==> config.mk <==
export PLATFORM = sky130hd
export DESIGN_NAME = cmo_mailbox
export DESIGN_NICKNAME = d
export VERILOG_FILES = /design/src/common/cmo_pkg.sv /design/src/design/cmo_mailbox.sv
export SDC_FILE = /design/constraint.sdc
export NUM_CORES = 2
export LEC_CHECK = 0
export ABC_AREA = 1
export BUFFER_PORTS_ARGS = -buffer_cell sky130_fd_sc_hd__clkbuf_2
export CAP_MARGIN = 5
export CORE_MARGIN = 2
export CORE_UTILIZATION = 55
export CTS_BUF_LIST = sky130_fd_sc_hd__clkbuf_4 sky130_fd_sc_hd__clkbuf_8
export CTS_CLUSTER_DIAMETER = 80
export DETAILED_ROUTE_END_ITERATION = 16
export GPL_TIMING_DRIVEN = 0
export PLACE_DENSITY_LB_ADDON = 0.12
export SLEW_MARGIN = 20
export SYNTH_ARGS = -nofsm -noshare
export SYNTH_HDL_FRONTEND = slang
export SYNTH_SLANG_ARGS = --single-unit
==> constraint.sdc <==
create_clock -name aclk -period 3 [get_ports aclk]
set_input_delay 0.45 -clock aclk [delete_from_list [all_inputs] [get_ports aclk]]
set_output_delay 0.45 -clock aclk [all_outputs]
set_load 0.02 [all_outputs]
==> src/common/cmo_pkg.sv <==
// Purpose: Constants for the CANopen master request/response mailbox
// Assumes: 50 MHz aclk, AXI4-Lite register access, 11-bit CAN identifiers
// Notes:   Identifiers are built from a 4-bit function code and a 7-bit node number
package cmo_pkg;
    // ------------------------------------------------------------
    // Timing
    // ------------------------------------------------------------
    localparam int unsigned CLK_HZ = 50000000;
    localparam int unsigned SDO_TIMEOUT_MS = 100;
    localparam int unsigned SDO_TIMEOUT_CYC = (CLK_HZ / 1000) * SDO_TIMEOUT_MS;
    // ------------------------------------------------------------
    // Register map (byte addresses)
    // ------------------------------------------------------------
    localparam int ADDR_W = 12;
    localparam logic [11:0] REQ_WIN_BASE = 12'h000;
    localparam logic [11:0] RESP_WIN_BASE = 12'h080;
    localparam logic [11:0] SYNC_PERIOD_ADDR = 12'h100;
    localparam logic [11:0] EMCY_CTRL_ADDR = 12'h104;
    localparam logic [11:0] BLOCK_STATUS_ADDR = 12'h108;
    localparam logic [11:0] OWN_NODE_ADDR = 12'h10c;
    localparam logic [11:0] RX_EMCY_ADDR = 12'h110;
    localparam int WIN_WORDS = 32;
    localparam int RESP_USED = 7;
    localparam logic [1:0] RESP_OKAY = 2'h0;
    localparam logic [1:0] RESP_SLVERR = 2'h2;
    // ------------------------------------------------------------
    // Request / response field values
    // ------------------------------------------------------------
    localparam logic [7:0] REQ_COMMAND = 8'h01;
    localparam logic [7:0] ACC_READ = 8'h01;
    localparam logic [7:0] ACC_WRITE = 8'h02;
    localparam logic [7:0] SIZE_READ = 8'h04;
    localparam logic [7:0] SIZE_WR_DWORD = 8'h08;
    localparam logic [7:0] SIZE_WR_WORD = 8'h06;
    localparam logic [7:0] SIZE_WR_BYTE = 8'h05;
    localparam logic [7:0] ST_NONE = 8'h00;
    localparam logic [7:0] ST_SUCCESS = 8'h01;
    localparam logic [7:0] ST_BUSY = 8'h02;
    localparam logic [7:0] ST_TIMEOUT = 8'h03;
    localparam logic [7:0] ST_BAD_CMD = 8'h04;
    localparam logic [7:0] ST_BAD_TX_LEN = 8'h05;
    localparam logic [7:0] ST_BAD_RX_LEN = 8'h06;
    localparam logic [7:0] ST_TARGET_BUSY = 8'h07;
    localparam logic [7:0] ST_BAD_TYPE = 8'h08;
    localparam logic [7:0] ST_BAD_NODE = 8'h09;
    localparam logic [7:0] ST_ABORT = 8'h0a;
    // ------------------------------------------------------------
    // Service data codes
    // ------------------------------------------------------------
    localparam logic [7:0] SDO_WR4 = 8'h23;
    localparam logic [7:0] SDO_WR2 = 8'h2b;
    localparam logic [7:0] SDO_WR1 = 8'h2f;
    localparam logic [7:0] SDO_RD = 8'h40;
    localparam logic [7:0] SDO_ABORT = 8'h80;
    localparam logic [7:0] SDO_RD4 = 8'h43;
    localparam logic [7:0] SDO_RD2 = 8'h4b;
    localparam logic [7:0] SDO_RD1 = 8'h4f;
    localparam logic [7:0] SDO_WR_ACK = 8'h60;
    // ------------------------------------------------------------
    // Function codes of the predefined connection set
    // ------------------------------------------------------------
    localparam logic [3:0] FC_NMT = 4'h0;
    localparam logic [3:0] FC_SYNC_EMCY = 4'h1;
    localparam logic [3:0] FC_TIME = 4'h2;
    localparam logic [3:0] FC_PDO1_TX = 4'h3;
    localparam logic [3:0] FC_PDO1_RX = 4'h4;
    localparam logic [3:0] FC_SDO_TX = 4'hb;
    localparam logic [3:0] FC_SDO_RX = 4'hc;
    localparam logic [3:0] FC_ERR_CTRL = 4'he;
    localparam logic [6:0] NODE_MAX = 7'h7f;
    localparam logic [3:0] DLC_SYNC = 4'h0;
    localparam logic [3:0] DLC_FULL = 4'h8;
    typedef enum logic [1:0] {SRC_NONE = 2'b00, SRC_SYNC = 2'b01, SRC_EMCY = 2'b10,
                              SRC_SDO = 2'b11} cmo_src_type;
    typedef enum logic [1:0] {FL_IDLE = 2'b00, FL_SEND = 2'b01,
                              FL_WAIT = 2'b10} cmo_flow_type;
    // Identifier = function code in bits 10:7, node number in bits 6:0
    function automatic logic [10:0] cmo_cob_id(input logic [3:0] fc, input logic [6:0] node);
        return {fc, node};
    endfunction : cmo_cob_id
endpackage : cmo_pkg

==> src/design/cmo_mailbox.sv <==
// Purpose: CANopen master mailbox: request window in, SDO/SYNC/EMCY frames out
// Assumes: Frame-level CAN controller outside; inputs synchronous to aclk
// Notes:   One request in flight at a time; tag changes are picked up when idle
//
// Overview of operation
// - Broadcast SYNC periodically on identifier 80h, no node offset added.
// - On internal error, send emergency frame with code and enter error state.
// - After error clears, send emergency with code zero and return to normal.
// - Emergency frame: 80h plus node, code LSB first, error register, detail.
// - Error register byte: 0 none, 1 generic, 80h internal.
// - Identifiers are 11 bits: 4-bit function code plus node number.
// - Broadcast identifiers fixed: management 0, SYNC 80h, time stamp 100h.
// - Node identifiers are per-object bases plus node number.
// - Request and response windows of 32 sixteen-bit words each.
// - At most one outstanding request towards a node at a time.
// - Request words: command, tag, size, node, type, index, subindex, data.
// - A transfer starts only when the request tag value changes.
// - Access type 01 reads, 02 writes; node field picks the target.
// - Response words: status, tag, size, type, node, index, subindex, data.
// - Status codes: none, success, busy, timeout, errors, remote abort.
// - Response tag equals the tag of the producing request.
// - SDO request on 600h plus node with code, index, subindex, data.
`timescale 1ns/1ps
module cmo_mailbox
    import cmo_pkg::*;
#(
    parameter int unsigned TIMEOUT_CYCLES = SDO_TIMEOUT_CYC
)(
    // Clock and reset
    input wire logic aclk,
    input wire logic aresetn,
    // AXI4-Lite write
    input wire logic [ADDR_W-1:0] s_axi_awaddr,
    input wire logic s_axi_awvalid,
    output logic s_axi_awready,
    input wire logic [31:0] s_axi_wdata,
    input wire logic [3:0] s_axi_wstrb,
    input wire logic s_axi_wvalid,
    output logic s_axi_wready,
    output logic [1:0] s_axi_bresp,
    output logic s_axi_bvalid,
    input wire logic s_axi_bready,
    // AXI4-Lite read
    input wire logic [ADDR_W-1:0] s_axi_araddr,
    input wire logic s_axi_arvalid,
    output logic s_axi_arready,
    output logic [31:0] s_axi_rdata,
    output logic [1:0] s_axi_rresp,
    output logic s_axi_rvalid,
    input wire logic s_axi_rready,
    // CAN frame transmit
    output logic can_tx_valid,
    output logic [10:0] can_tx_id,
    output logic [3:0] can_tx_dlc,
    output logic [63:0] can_tx_data,
    input wire logic can_tx_ready,
    // CAN frame receive
    input wire logic can_rx_valid,
    input wire logic [10:0] can_rx_id,
    input wire logic [63:0] can_rx_data
);
    // ------------------------------------------------------------
    // State
    // ------------------------------------------------------------
    typedef struct packed {
        logic [WIN_WORDS-1:0][15:0] req_win;
        logic [RESP_USED-1:0][15:0] resp_win;
        cmo_flow_type flow;
        logic [7:0] last_tag;
        logic [6:0] cur_node;
        logic [7:0] cur_size;
        logic [31:0] timer;
        logic [31:0] sync_period;
        logic [31:0] sync_cnt;
        logic sync_pend;
        logic [15:0] emcy_code;
        logic [7:0] emcy_reg;
        logic emcy_pend;
        logic err_state;
        logic [6:0] own_node;
        logic [15:0] rx_emcy_code;
        logic [6:0] rx_emcy_node;
        logic tx_valid;
        logic [10:0] tx_id;
        logic [3:0] tx_dlc;
        logic [63:0] tx_data;
        cmo_src_type tx_src;
        logic awready;
        logic wready;
        logic bvalid;
        logic [1:0] bresp;
        logic arready;
        logic rvalid;
        logic [31:0] rdata;
        logic [1:0] rresp;
    } cmo_regs_type;

    cmo_regs_type s_ff;
    cmo_regs_type nxt_s;

    // Request fields as the host currently shows them
    logic [7:0] req_cmd;
    logic [7:0] req_tag;
    logic [7:0] req_size;
    logic [6:0] req_node;
    logic [7:0] req_type;
    logic [15:0] resp_word;
    logic [7:0] sdo_code;
    logic [7:0] rx_code;
    logic sync_tick;
    logic emcy_wr;

    assign req_cmd = s_ff.req_win[0][7:0];
    assign req_tag = s_ff.req_win[0][15:8];
    assign req_size = s_ff.req_win[1][7:0];
    assign req_node = s_ff.req_win[2][6:0];
    assign req_type = s_ff.req_win[2][15:8];
    assign rx_code = can_rx_data[7:0];
    // A pending flag may be set and taken in one cycle; the new event must win
    assign sync_tick = (s_ff.sync_period != 32'h0) &&
                       (s_ff.sync_cnt >= s_ff.sync_period - 32'h1);
    assign emcy_wr = s_ff.awready && (s_axi_awaddr == EMCY_CTRL_ADDR);

    // Response words beyond the used ones read as zero
    assign resp_word = (s_axi_araddr[6:2] < 5'(RESP_USED)) ?
                       s_ff.resp_win[s_axi_araddr[4:2]] : 16'h0000;

    // Write code chosen by the object width carried in the size field
    always_comb
    begin
        case (s_ff.cur_size)
            SIZE_WR_DWORD: sdo_code = SDO_WR4;
            SIZE_WR_WORD: sdo_code = SDO_WR2;
            SIZE_WR_BYTE: sdo_code = SDO_WR1;
            default: sdo_code = SDO_RD;
        endcase
    end

    // ------------------------------------------------------------
    // Next state
    // ------------------------------------------------------------
    always_comb
    begin
        nxt_s = s_ff;
        // Bus slave: address and data taken together, one cycle of ready
        nxt_s.awready = 1'b0;
        nxt_s.wready = 1'b0;
        nxt_s.arready = 1'b0;
        if (s_ff.bvalid && s_axi_bready)
            nxt_s.bvalid = 1'b0;
        if (s_ff.rvalid && s_axi_rready)
            nxt_s.rvalid = 1'b0;
        if (!s_ff.bvalid && !s_ff.awready && s_axi_awvalid && s_axi_wvalid)
        begin
            nxt_s.awready = 1'b1;
            nxt_s.wready = 1'b1;
        end
        if (!s_ff.rvalid && !s_ff.arready && s_axi_arvalid)
            nxt_s.arready = 1'b1;

        // Register writes; response window and status are read-only
        if (s_ff.awready)
        begin
            nxt_s.bvalid = 1'b1;
            nxt_s.bresp = RESP_OKAY;
            if (s_axi_awaddr < RESP_WIN_BASE)
            begin
                if (s_axi_wstrb[0])
                    nxt_s.req_win[s_axi_awaddr[6:2]][7:0] = s_axi_wdata[7:0];
                if (s_axi_wstrb[1])
                    nxt_s.req_win[s_axi_awaddr[6:2]][15:8] = s_axi_wdata[15:8];
            end
            else if (s_axi_awaddr == SYNC_PERIOD_ADDR)
                nxt_s.sync_period = s_axi_wdata;
            else if (s_axi_awaddr == EMCY_CTRL_ADDR)
            begin
                // Code nonzero reports an error, zero reports recovery
                nxt_s.emcy_code = s_axi_wdata[15:0];
                nxt_s.emcy_reg = s_axi_wdata[23:16];
                nxt_s.emcy_pend = 1'b1;
            end
            else if (s_axi_awaddr == OWN_NODE_ADDR)
                nxt_s.own_node = s_axi_wdata[6:0];
            else if (s_axi_awaddr[11:7] != REQ_WIN_BASE[11:7] &&
                     s_axi_awaddr[11:7] != RESP_WIN_BASE[11:7] &&
                     s_axi_awaddr != BLOCK_STATUS_ADDR && s_axi_awaddr != RX_EMCY_ADDR)
                nxt_s.bresp = RESP_SLVERR;
        end

        // Register reads
        if (s_ff.arready)
        begin
            nxt_s.rvalid = 1'b1;
            nxt_s.rresp = RESP_OKAY;
            nxt_s.rdata = 32'h0;
            if (s_axi_araddr < RESP_WIN_BASE)
                nxt_s.rdata = {16'h0000, s_ff.req_win[s_axi_araddr[6:2]]};
            else if (s_axi_araddr < SYNC_PERIOD_ADDR)
                nxt_s.rdata = {16'h0000, resp_word};
            else if (s_axi_araddr == SYNC_PERIOD_ADDR)
                nxt_s.rdata = s_ff.sync_period;
            else if (s_axi_araddr == EMCY_CTRL_ADDR)
                nxt_s.rdata = {8'h00, s_ff.emcy_reg, s_ff.emcy_code};
            else if (s_axi_araddr == BLOCK_STATUS_ADDR)
                nxt_s.rdata = {28'h0, s_ff.sync_pend, s_ff.emcy_pend, s_ff.err_state,
                               s_ff.flow != FL_IDLE};
            else if (s_axi_araddr == OWN_NODE_ADDR)
                nxt_s.rdata = {25'h0, s_ff.own_node};
            else if (s_axi_araddr == RX_EMCY_ADDR)
                nxt_s.rdata = {9'h000, s_ff.rx_emcy_node, s_ff.rx_emcy_code};
            else
                nxt_s.rresp = RESP_SLVERR;
        end

        // Periodic SYNC request; a period of zero stops it
        if (s_ff.sync_period == 32'h0)
            nxt_s.sync_cnt = 32'h0;
        else if (s_ff.sync_cnt >= s_ff.sync_period - 32'h1)
        begin
            nxt_s.sync_cnt = 32'h0;
            nxt_s.sync_pend = 1'b1;
        end
        else
            nxt_s.sync_cnt = s_ff.sync_cnt + 32'h1;

        // Emergencies seen from remote nodes are kept for software
        if (can_rx_valid && can_rx_id[10:7] == FC_SYNC_EMCY && can_rx_id[6:0] != 7'h00)
        begin
            nxt_s.rx_emcy_code = can_rx_data[15:0];
            nxt_s.rx_emcy_node = can_rx_id[6:0];
        end

        // Request flow
        case (s_ff.flow)
            FL_IDLE:
            begin
                // Only a changed tag starts work, so a stale window never resends
                if (req_tag != s_ff.last_tag)
                begin
                    nxt_s.last_tag = req_tag;
                    nxt_s.cur_node = req_node;
                    nxt_s.cur_size = req_size;
                    nxt_s.resp_win = '0;
                    nxt_s.resp_win[2] = {8'h00, 1'b0, req_node};
                    nxt_s.resp_win[0] = {req_tag, ST_BUSY};
                    nxt_s.flow = FL_SEND;
                    nxt_s.timer = 32'h0;
                    // Checks in order of precedence
                    if (req_cmd != REQ_COMMAND)
                        nxt_s.resp_win[0][7:0] = ST_BAD_CMD;
                    else if (req_type != ACC_READ && req_type != ACC_WRITE)
                        nxt_s.resp_win[0][7:0] = ST_BAD_TYPE;
                    else if ((req_type == ACC_READ && req_size != SIZE_READ) ||
                             (req_type == ACC_WRITE && req_size != SIZE_WR_DWORD &&
                              req_size != SIZE_WR_WORD && req_size != SIZE_WR_BYTE))
                        nxt_s.resp_win[0][7:0] = ST_BAD_TX_LEN;
                    else if (req_node == 7'h00)
                        nxt_s.resp_win[0][7:0] = ST_BAD_NODE;
                    if (nxt_s.resp_win[0][7:0] != ST_BUSY)
                        nxt_s.flow = FL_IDLE;
                end
            end
            FL_SEND:
            begin
                if (s_ff.tx_valid && can_tx_ready && s_ff.tx_src == SRC_SDO)
                    nxt_s.flow = FL_WAIT;
            end
            FL_WAIT:
            begin
                nxt_s.timer = s_ff.timer + 32'h1;
                if (can_rx_valid && can_rx_id == cmo_cob_id(FC_SDO_TX, s_ff.cur_node))
                begin
                    nxt_s.flow = FL_IDLE;
                    nxt_s.resp_win[2] = {rx_code, 1'b0, s_ff.cur_node};
                    nxt_s.resp_win[3] = can_rx_data[23:8];
                    nxt_s.resp_win[4] = {8'h00, can_rx_data[31:24]};
                    nxt_s.resp_win[5] = can_rx_data[47:32];
                    nxt_s.resp_win[6] = can_rx_data[63:48];
                    nxt_s.resp_win[0][7:0] = ST_SUCCESS;
                    case (rx_code)
                        SDO_RD4: nxt_s.resp_win[1] = {8'h00, SIZE_WR_DWORD};
                        SDO_RD2: nxt_s.resp_win[1] = {8'h00, SIZE_WR_WORD};
                        SDO_RD1: nxt_s.resp_win[1] = {8'h00, SIZE_WR_BYTE};
                        SDO_WR_ACK: nxt_s.resp_win[1] = {8'h00, SIZE_READ};
                        SDO_ABORT: nxt_s.resp_win[0][7:0] = ST_ABORT;
                        default: nxt_s.resp_win[0][7:0] = ST_BAD_RX_LEN;
                    endcase
                end
                else if (s_ff.timer >= TIMEOUT_CYCLES - 1)
                begin
                    nxt_s.flow = FL_IDLE;
                    nxt_s.resp_win[0][7:0] = ST_TIMEOUT;
                end
            end
            default: nxt_s.flow = FL_IDLE;
        endcase

        // Transmit port: release on acceptance, then load by priority
        if (s_ff.tx_valid && can_tx_ready)
        begin
            nxt_s.tx_valid = 1'b0;
            if (s_ff.tx_src == SRC_EMCY)
                nxt_s.err_state = s_ff.tx_data[15:0] != 16'h0000;
        end
        if (!s_ff.tx_valid)
        begin
            if (s_ff.emcy_pend)
            begin
                nxt_s.emcy_pend = emcy_wr;
                nxt_s.tx_valid = 1'b1;
                nxt_s.tx_src = SRC_EMCY;
                nxt_s.tx_id = cmo_cob_id(FC_SYNC_EMCY, s_ff.own_node);
                nxt_s.tx_dlc = DLC_FULL;
                nxt_s.tx_data = {40'h0, s_ff.emcy_reg, s_ff.emcy_code};
            end
            else if (s_ff.flow == FL_SEND)
            begin
                nxt_s.tx_valid = 1'b1;
                nxt_s.tx_src = SRC_SDO;
                nxt_s.tx_id = cmo_cob_id(FC_SDO_RX, s_ff.cur_node);
                nxt_s.tx_dlc = DLC_FULL;
                nxt_s.tx_data = {s_ff.req_win[6], s_ff.req_win[5], s_ff.req_win[4][7:0],
                                 s_ff.req_win[3], sdo_code};
            end
            else if (s_ff.sync_pend)
            begin
                nxt_s.sync_pend = sync_tick;
                nxt_s.tx_valid = 1'b1;
                nxt_s.tx_src = SRC_SYNC;
                nxt_s.tx_id = cmo_cob_id(FC_SYNC_EMCY, 7'h00);
                nxt_s.tx_dlc = DLC_SYNC;
                nxt_s.tx_data = 64'h0;
            end
        end
    end

    // ------------------------------------------------------------
    // Registers
    // ------------------------------------------------------------
    // Synchronous reset; every field starts at zero, SYNC disabled
    always_ff @(posedge aclk)
    begin
        if (!aresetn)
            s_ff <= '0;
        else
            s_ff <= nxt_s;
    end

    // Outputs straight from flip-flops
    assign s_axi_awready = s_ff.awready;
    assign s_axi_wready = s_ff.wready;
    assign s_axi_bvalid = s_ff.bvalid;
    assign s_axi_bresp = s_ff.bresp;
    assign s_axi_arready = s_ff.arready;
    assign s_axi_rvalid = s_ff.rvalid;
    assign s_axi_rdata = s_ff.rdata;
    assign s_axi_rresp = s_ff.rresp;
    assign can_tx_valid = s_ff.tx_valid;
    assign can_tx_id = s_ff.tx_id;
    assign can_tx_dlc = s_ff.tx_dlc;
    assign can_tx_data = s_ff.tx_data;
endmodule : cmo_mailbox

After elaboration in Yosys (flattened, before gate mapping). Cells that the tools add are included.

Register bits after elaboration: 917. Input port bits: 144. Output and inout bits: 121.

Add/subtract/negate cells: 3. Magnitude comparators: 10. Equality and inequality tests: 41. Muxes and demuxes: 76. Bitwise operators: 5. Reductions and logical operators: 54.

Operator list (count): 2-to-1 mux 512 bit (4); bitwise mux 512 bit (2); 2-to-1 mux 82 bit (4); case mux 96 bit (2 select lines) (1); 2-to-1 mux 169 bit (1); demux 16 bit (select 5 bit) (2); == test 12 x 9 -> 1 bit, second input constant (8); 2-to-1 mux 32 bit (3); 2-to-1 mux 96 bit (1); binary-select mux 16 bit (select 5 bit) (1); 2-to-1 mux 23 bit (3); adder 32 x 1 -> 32 bit, second input constant (2); 2-to-1 mux 16 bit (4); case mux 16 bit (4 select lines) (1); case mux 32 bit (2 select lines) (1); binary-select mux 16 bit (select 3 bit) (1); 2-to-1 mux 35 bit (1); == test 8 x 7 -> 1 bit, second input constant (4); >= comparator 32 x 23 -> 1 bit, second input constant (1); >= comparator 32 bit (1); logical NOT 32 bit (1); nonzero test 32 bit (1); subtractor 32 x 1 -> 32 bit, second input constant (1); 2-to-1 mux 2 bit (14); other kinds (51) (126).

Logic depth before layout (Yosys ltp).
Depth after elaboration: 14. Mapped depth: 20.

Worst setup path before layout. OpenSTA, ideal clock, no wires.

Path type: reg-to-reg. Start point: register s_ff[212] (netlist bit). End point: register s_ff[181] (netlist bit). Setup time: 0.116 ns. Data arrival time: 2.967 ns. Path slack: -0.083 ns. Stages on the path, launching flop included: 20. Buffers on the path: 1. Clock period less this slack: 3.083 ns. Cell sequence: dfxtp_1 inv_1 ha_1 nand2_1 nor2_1 nand2_1 nor2_1 nand3_1 nor3_1 nand2_1 xor2_1 ha_1 nand2_1 nor3_1 nand3_1 nor2_1 nand4_1 nand4_1 buf_2 nor2_1.

Cells in the longest elaborated chain, start to end: 3. Elaborated cells between the ends (all ways): 4. Classes of those cells: add/sub: 1; order compare: 1; reduce/logical: 2.

RTL lines: start, declared (line cmo_mailbox.sv:98) `cmo_regs_type s_ff;`; start signal, assigned (line cmo_mailbox.sv:346) `s_ff <= nxt_s;`; subtractor 32 x 1 -> 32 bit (line cmo_mailbox.sv:218) `else if (s_ff.sync_cnt >= s_ff.sync_period - 32'h1)`; >= comparator 32 bit (line cmo_mailbox.sv:218); OR reduction 3 bit (no source line) (*).

Every way passes the cells marked *; elsewhere a longest branch is shown, timed or not. A chain may end at the register's enable or synchronous reset.

Final worst setup path.
Start point: input s_axi_araddr[3]. End point: register s_ff (netlist bit s_axi_rdata[8]).

Cells in the longest elaborated chain, start to end: 8. Elaborated cells between the ends (all ways): 20. Classes of those cells: order compare: 3; eq/ne: 5; mux: 12.

RTL lines: start, declared (line cmo_mailbox.sv:44) `input wire logic [ADDR_W-1:0] s_axi_araddr,`; == test 12 x 9 -> 1 bit (line cmo_mailbox.sv:209) `else if (s_axi_araddr == RX_EMCY_ADDR)`; 2-to-1 mux 23 bit (line cmo_mailbox.sv:209); 2-to-1 mux 23 bit (line cmo_mailbox.sv:207) `else if (s_axi_araddr == OWN_NODE_ADDR)`; 2-to-1 mux 23 bit (line cmo_mailbox.sv:204) `else if (s_axi_araddr == BLOCK_STATUS_ADDR)`; 2-to-1 mux 24 bit (line cmo_mailbox.sv:202) `else if (s_axi_araddr == EMCY_CTRL_ADDR)`; 2-to-1 mux 32 bit (line cmo_mailbox.sv:200) `else if (s_axi_araddr == SYNC_PERIOD_ADDR)`; 2-to-1 mux 32 bit (line cmo_mailbox.sv:198) `else if (s_axi_araddr < SYNC_PERIOD_ADDR)`; 2-to-1 mux 32 bit (*) (line cmo_mailbox.sv:196) `if (s_axi_araddr < RESP_WIN_BASE)`.

Every way passes the cells marked *; elsewhere a longest branch is shown, timed or not. The select of a mux whose other input is x is not followed.

==> run metrics <==
grt met3 use=around 14%; Required @ worst endpoint=3.78 ns; vias in the first global route=42420; largest net degree at the start of global routing=17; sequential share of the synthesized area=42.08%; Worst setup endpoint=s_axi_rdata[8]; Avg Inst Size Synth=roughly 6.9 µm²; GRT met2 Usage=72.77%; antenna violations before repair=22; fin crit share=102.8%; proportion of layout cells with a drive suffix above 1=13.46%; final worst setup slack=-0.08477 ns; die span in y=280.4 µm; most frequent cells in the layout=nand2_1 (1028), dfxtp_1 (875), a21oi_1 (871), o21ai_0 (686), nor2_1 (624); CP delay by family, top=buffers and inverters; number of enable flip-flop cells after synthesis=0; VDD IR max=0.0005145 V; TritonCTS buffer count=about 150; clk_lat worst skew=0.88 ns; Hold Crit Start=s_axi_wdata[19]; CP Buf/Inv Count=4; reg2reg end=s_ff[187]; min Tclk post-route=slightly above 3 ns; busiest grt layer=met2; I/O pins=approximately 270; Avg WL per Cell=about 26 µm; crit path max fanout=10; part of the power in the clock network=41.5%; Hold WC Path Type=in2reg; drt pass-1 iters=9; Slew HR=about 11%; placed insts=7346; commonest non-fill, non-tap cell in the layout=nand2_1; CTS max path bufs=3; fin nets=6819; Seq pwr share=43.9%; Seq cells post-synth=883; P_sw=8.604 mW; clock sinks=883; H-tree depth=4; post-DP HPWL=143200 µm; fin cells=about 7700; First DRT Iteration DRCs=between 6000 and 7000; Pleak=19.03 nW; total detailed-routing wirelength=around 200000 µm; crit start category=primary input; status=finished with violations; switching share of total power=30.79%; post-synth cell types=45; count of pins over their slew limit=0; reg2reg start=s_ff[227]; utilization after layout=64.81%; slew of the pin with the lowest slew margin=roughly 1.3 ns; DIE WIDTH=280.4 µm; CTS tree=built; Max-Cap Viols=0; Core ar.=75820 µm²; Vias=47580; Gate power share=approximately 14%; root buf cell=clkbuf_8; std cell rows=101; type of destination of the critical path=flop; Peak Freq=324.2 MHz; CP most frequent cell=nand2_1; GR Util All Layers=49.34%; largest stage delay on the critical path=1.00 ns; unrepaired setup endpoints after global routing=true; Pint=19.34 mW; GPL Wtd Cong=1.080; first-pass GRT wire length=281000 µm; WP data arrival=~3.9 ns; number of port buffers=249; Top FF cell, synth=dfxtp_1; number of setup violations in the final report=35; R2R Setup Slk=-0.05 ns; Cells after Synth=6114; initial core utilization=55.40%; CTS clk-pin slew, worst paths=0.06 ns; WP depth=12; yosys warns=0; Final ANT Viol Nets=0; failing checks=setup timing; Layout area overhead=16.98%; Power Total=27.94 mW; R2R depth=17; Final Hold Viols=0; die area=approximately 79000 µm²; PwrDens=568.6 nW/µm²; M1 GR Usage=slightly below 60%; worst setup path startpoint=s_axi_araddr[3]; worst-path cell chain=clkbuf_2 -> buf_2 -> nor2_4 -> buf_1 -> nand2_1 -> nand3_1 -> nand2_1 -> a21oi_1 -> o21ai_1 -> nand3_1 -> nand2_1 -> inv_1; critical path class=in2reg; Post-Synthesis Cell Area=42010 µm²; grt ovf=0; hold depth=3; CP max-delay cell=buf_1; Place WS=-0.5815 ns; Final Skew=0.04260 ns; Avg Vias per Cell=6.145; DRC errors left=0; FFs w/ async S/R, synth=0%
-- sequential cells by signal, indices dropped and copies added (netlist names) --
signal / cells
s_ff: 731
s_axi_awready: 1
can_tx_dlc: 1
can_tx_data: 64
s_axi_rresp: 1
req_node: 7
can_tx_id: 9
req_size: 8
s_axi_bvalid: 1
req_tag: 8
s_axi_arready: 1
can_tx_valid: 1
s_axi_rvalid: 1
req_cmd: 8
s_axi_bresp: 1
s_axi_rdata: 32
req_type: 8
-- logic make-up (layout without fill, tap and decap cells) --
| logic type | Yosys count | count (layout) | synth area share (%) |
|---|---|---|---|
| simple gates | 2292 | 2292 | 22.70 |
| xor+xnor | 67 | 67 | 1.397 |
| buf+inv | 1124 | 1753 | 11.55 |
| other cells | 1 | 23 | 0.008927 |
| compound gates | 1711 | 1711 | 21.19 |
| fa+ha+maj | 36 | 36 | 1.072 |
| flops | 883 | 883 | 42.08 |
-- metal layers --
| layer | vias to the layer above | share of wire [%] |
|---|---|---|
| met5 | - | 0.047 |
| met4 | 14 | 9.8 |
| met3 | 1038 | 14 |
| met2 | 3700 | 41 |
| met1 | 21720 | 35 |
| li1 | 21110 | - |
-- worst reg2reg max path, cell delays in order (launching register included) --
cell and delay (ns):
dfxtp_2 0.37, nor2_2 0.18, nand3_2 0.11, nor3_4 0.30
nand3_2 0.18, nor3_4 0.23, nand2_1 0.08, xor2_1 0.16
ha_1 0.30, nand2_2 0.06, nor3_2 0.13, nand3_2 0.12
a21oi_1 0.17, nor2_2 0.08, nand4_1 0.12, buf_6 0.16
buf_6 0.14, nor2_2 0.04
-- area by class of cell --
| type | count | area (µm²) |
|---|---|---|
| fill | 7008 | 26680 |
| multi-input combinational | 4112 | 19730 |
| sequential | 883 | 17690 |
| clock buffer | 235 | 2978 |
| buffer | 520 | 2624 |
| timing repair buffer | 372 | 2434 |
| inverter | 603 | 2268 |
| tap | 978 | 1224 |
| clock inverter | 23 | 153.9 |
| antenna | 17 | 42.54 |
-- synthesized netlist by cell type, types with 2 or more instances --
master,n,area (µm²)
nand4_1,52,325.3
a21oi_1,871,4359
xor2_1,45,394.1
nor2_2,8,50.05
nor3_2,2,20.02
nor2_4,4,45.04
clkinv_1,4,15.01
a211oi_1,21,157.7
a22oi_1,52,390.4
o211ai_1,9,67.56
o221ai_1,2,17.52
dfxtp_1,883,17680
buf_1,28,105.1
nor2_1,650,2440
inv_2,14,52.55
o21ai_0,686,3433
or2_2,4,25.02
nor3b_2,2,25.02
a221oi_1,11,96.34
nand2_1,1038,3896
o21ai_1,14,70.07
a31oi_1,6,37.54
buf_6,2,22.52
nor4_1,16,100.1
a32oi_1,2,17.52
nand3_1,423,2117
xnor2_1,22,192.7
buf_4,125,938.4
ha_1,36,450.4
inv_1,585,2196
nand3b_1,6,45.04
clkbuf_1,247,927.1
nand2_2,8,50.05
nor3_1,78,390.4
o31ai_1,2,15.01
buf_2,119,595.6
o22ai_1,26,162.7
a22o_1,2,17.52
o21a_1,3,22.52
-- power groups by stage --
stage / Clock (mW) / Sequential, mW / Combinational, mW
final: 11.6 / 12.3 / 4.06
after CTS: 11.4 / 12.3 / 3.76
after global placement: 0 / 12.5 / 3.62
after detailed placement: 0 / 12.5 / 3.65
after global routing: 12.0 / 12.3 / 4.23
after floorplan: 0 / 12.4 / 2.14
-- per-stage QoR --
stage               hold WS, ns  area, µm²  setup TNS (ns)
floorplan                0.4233      42030               0
global placement         0.4320      44500          -23.35
detailed placement       0.4359      44520          -27.15
CTS                     0.01315      48970          -1.006
global route            0.07502      49110          -6.069
finish                  0.04005      49140          -1.126
-- how the worst min path moves through the flow --
stage,end
final,s_ff[158]
after global routing,s_ff[158]
after CTS,s_ff[158]
after detailed placement,s_ff[648]
after global placement,s_ff[840]
after floorplan,s_ff[565]
-- repair_timing --
item | in CTS | in global routing
pin swaps | 25 | 18
setup endpoints to repair | 33 | 33
setup buffers | 25 | 4
hold endpoints to repair | 115 | 0
hold buffers | 93 | 0
resized for setup | 52 | 42
gates cloned | 2 | 0
(Power assumes the default switching activity.)
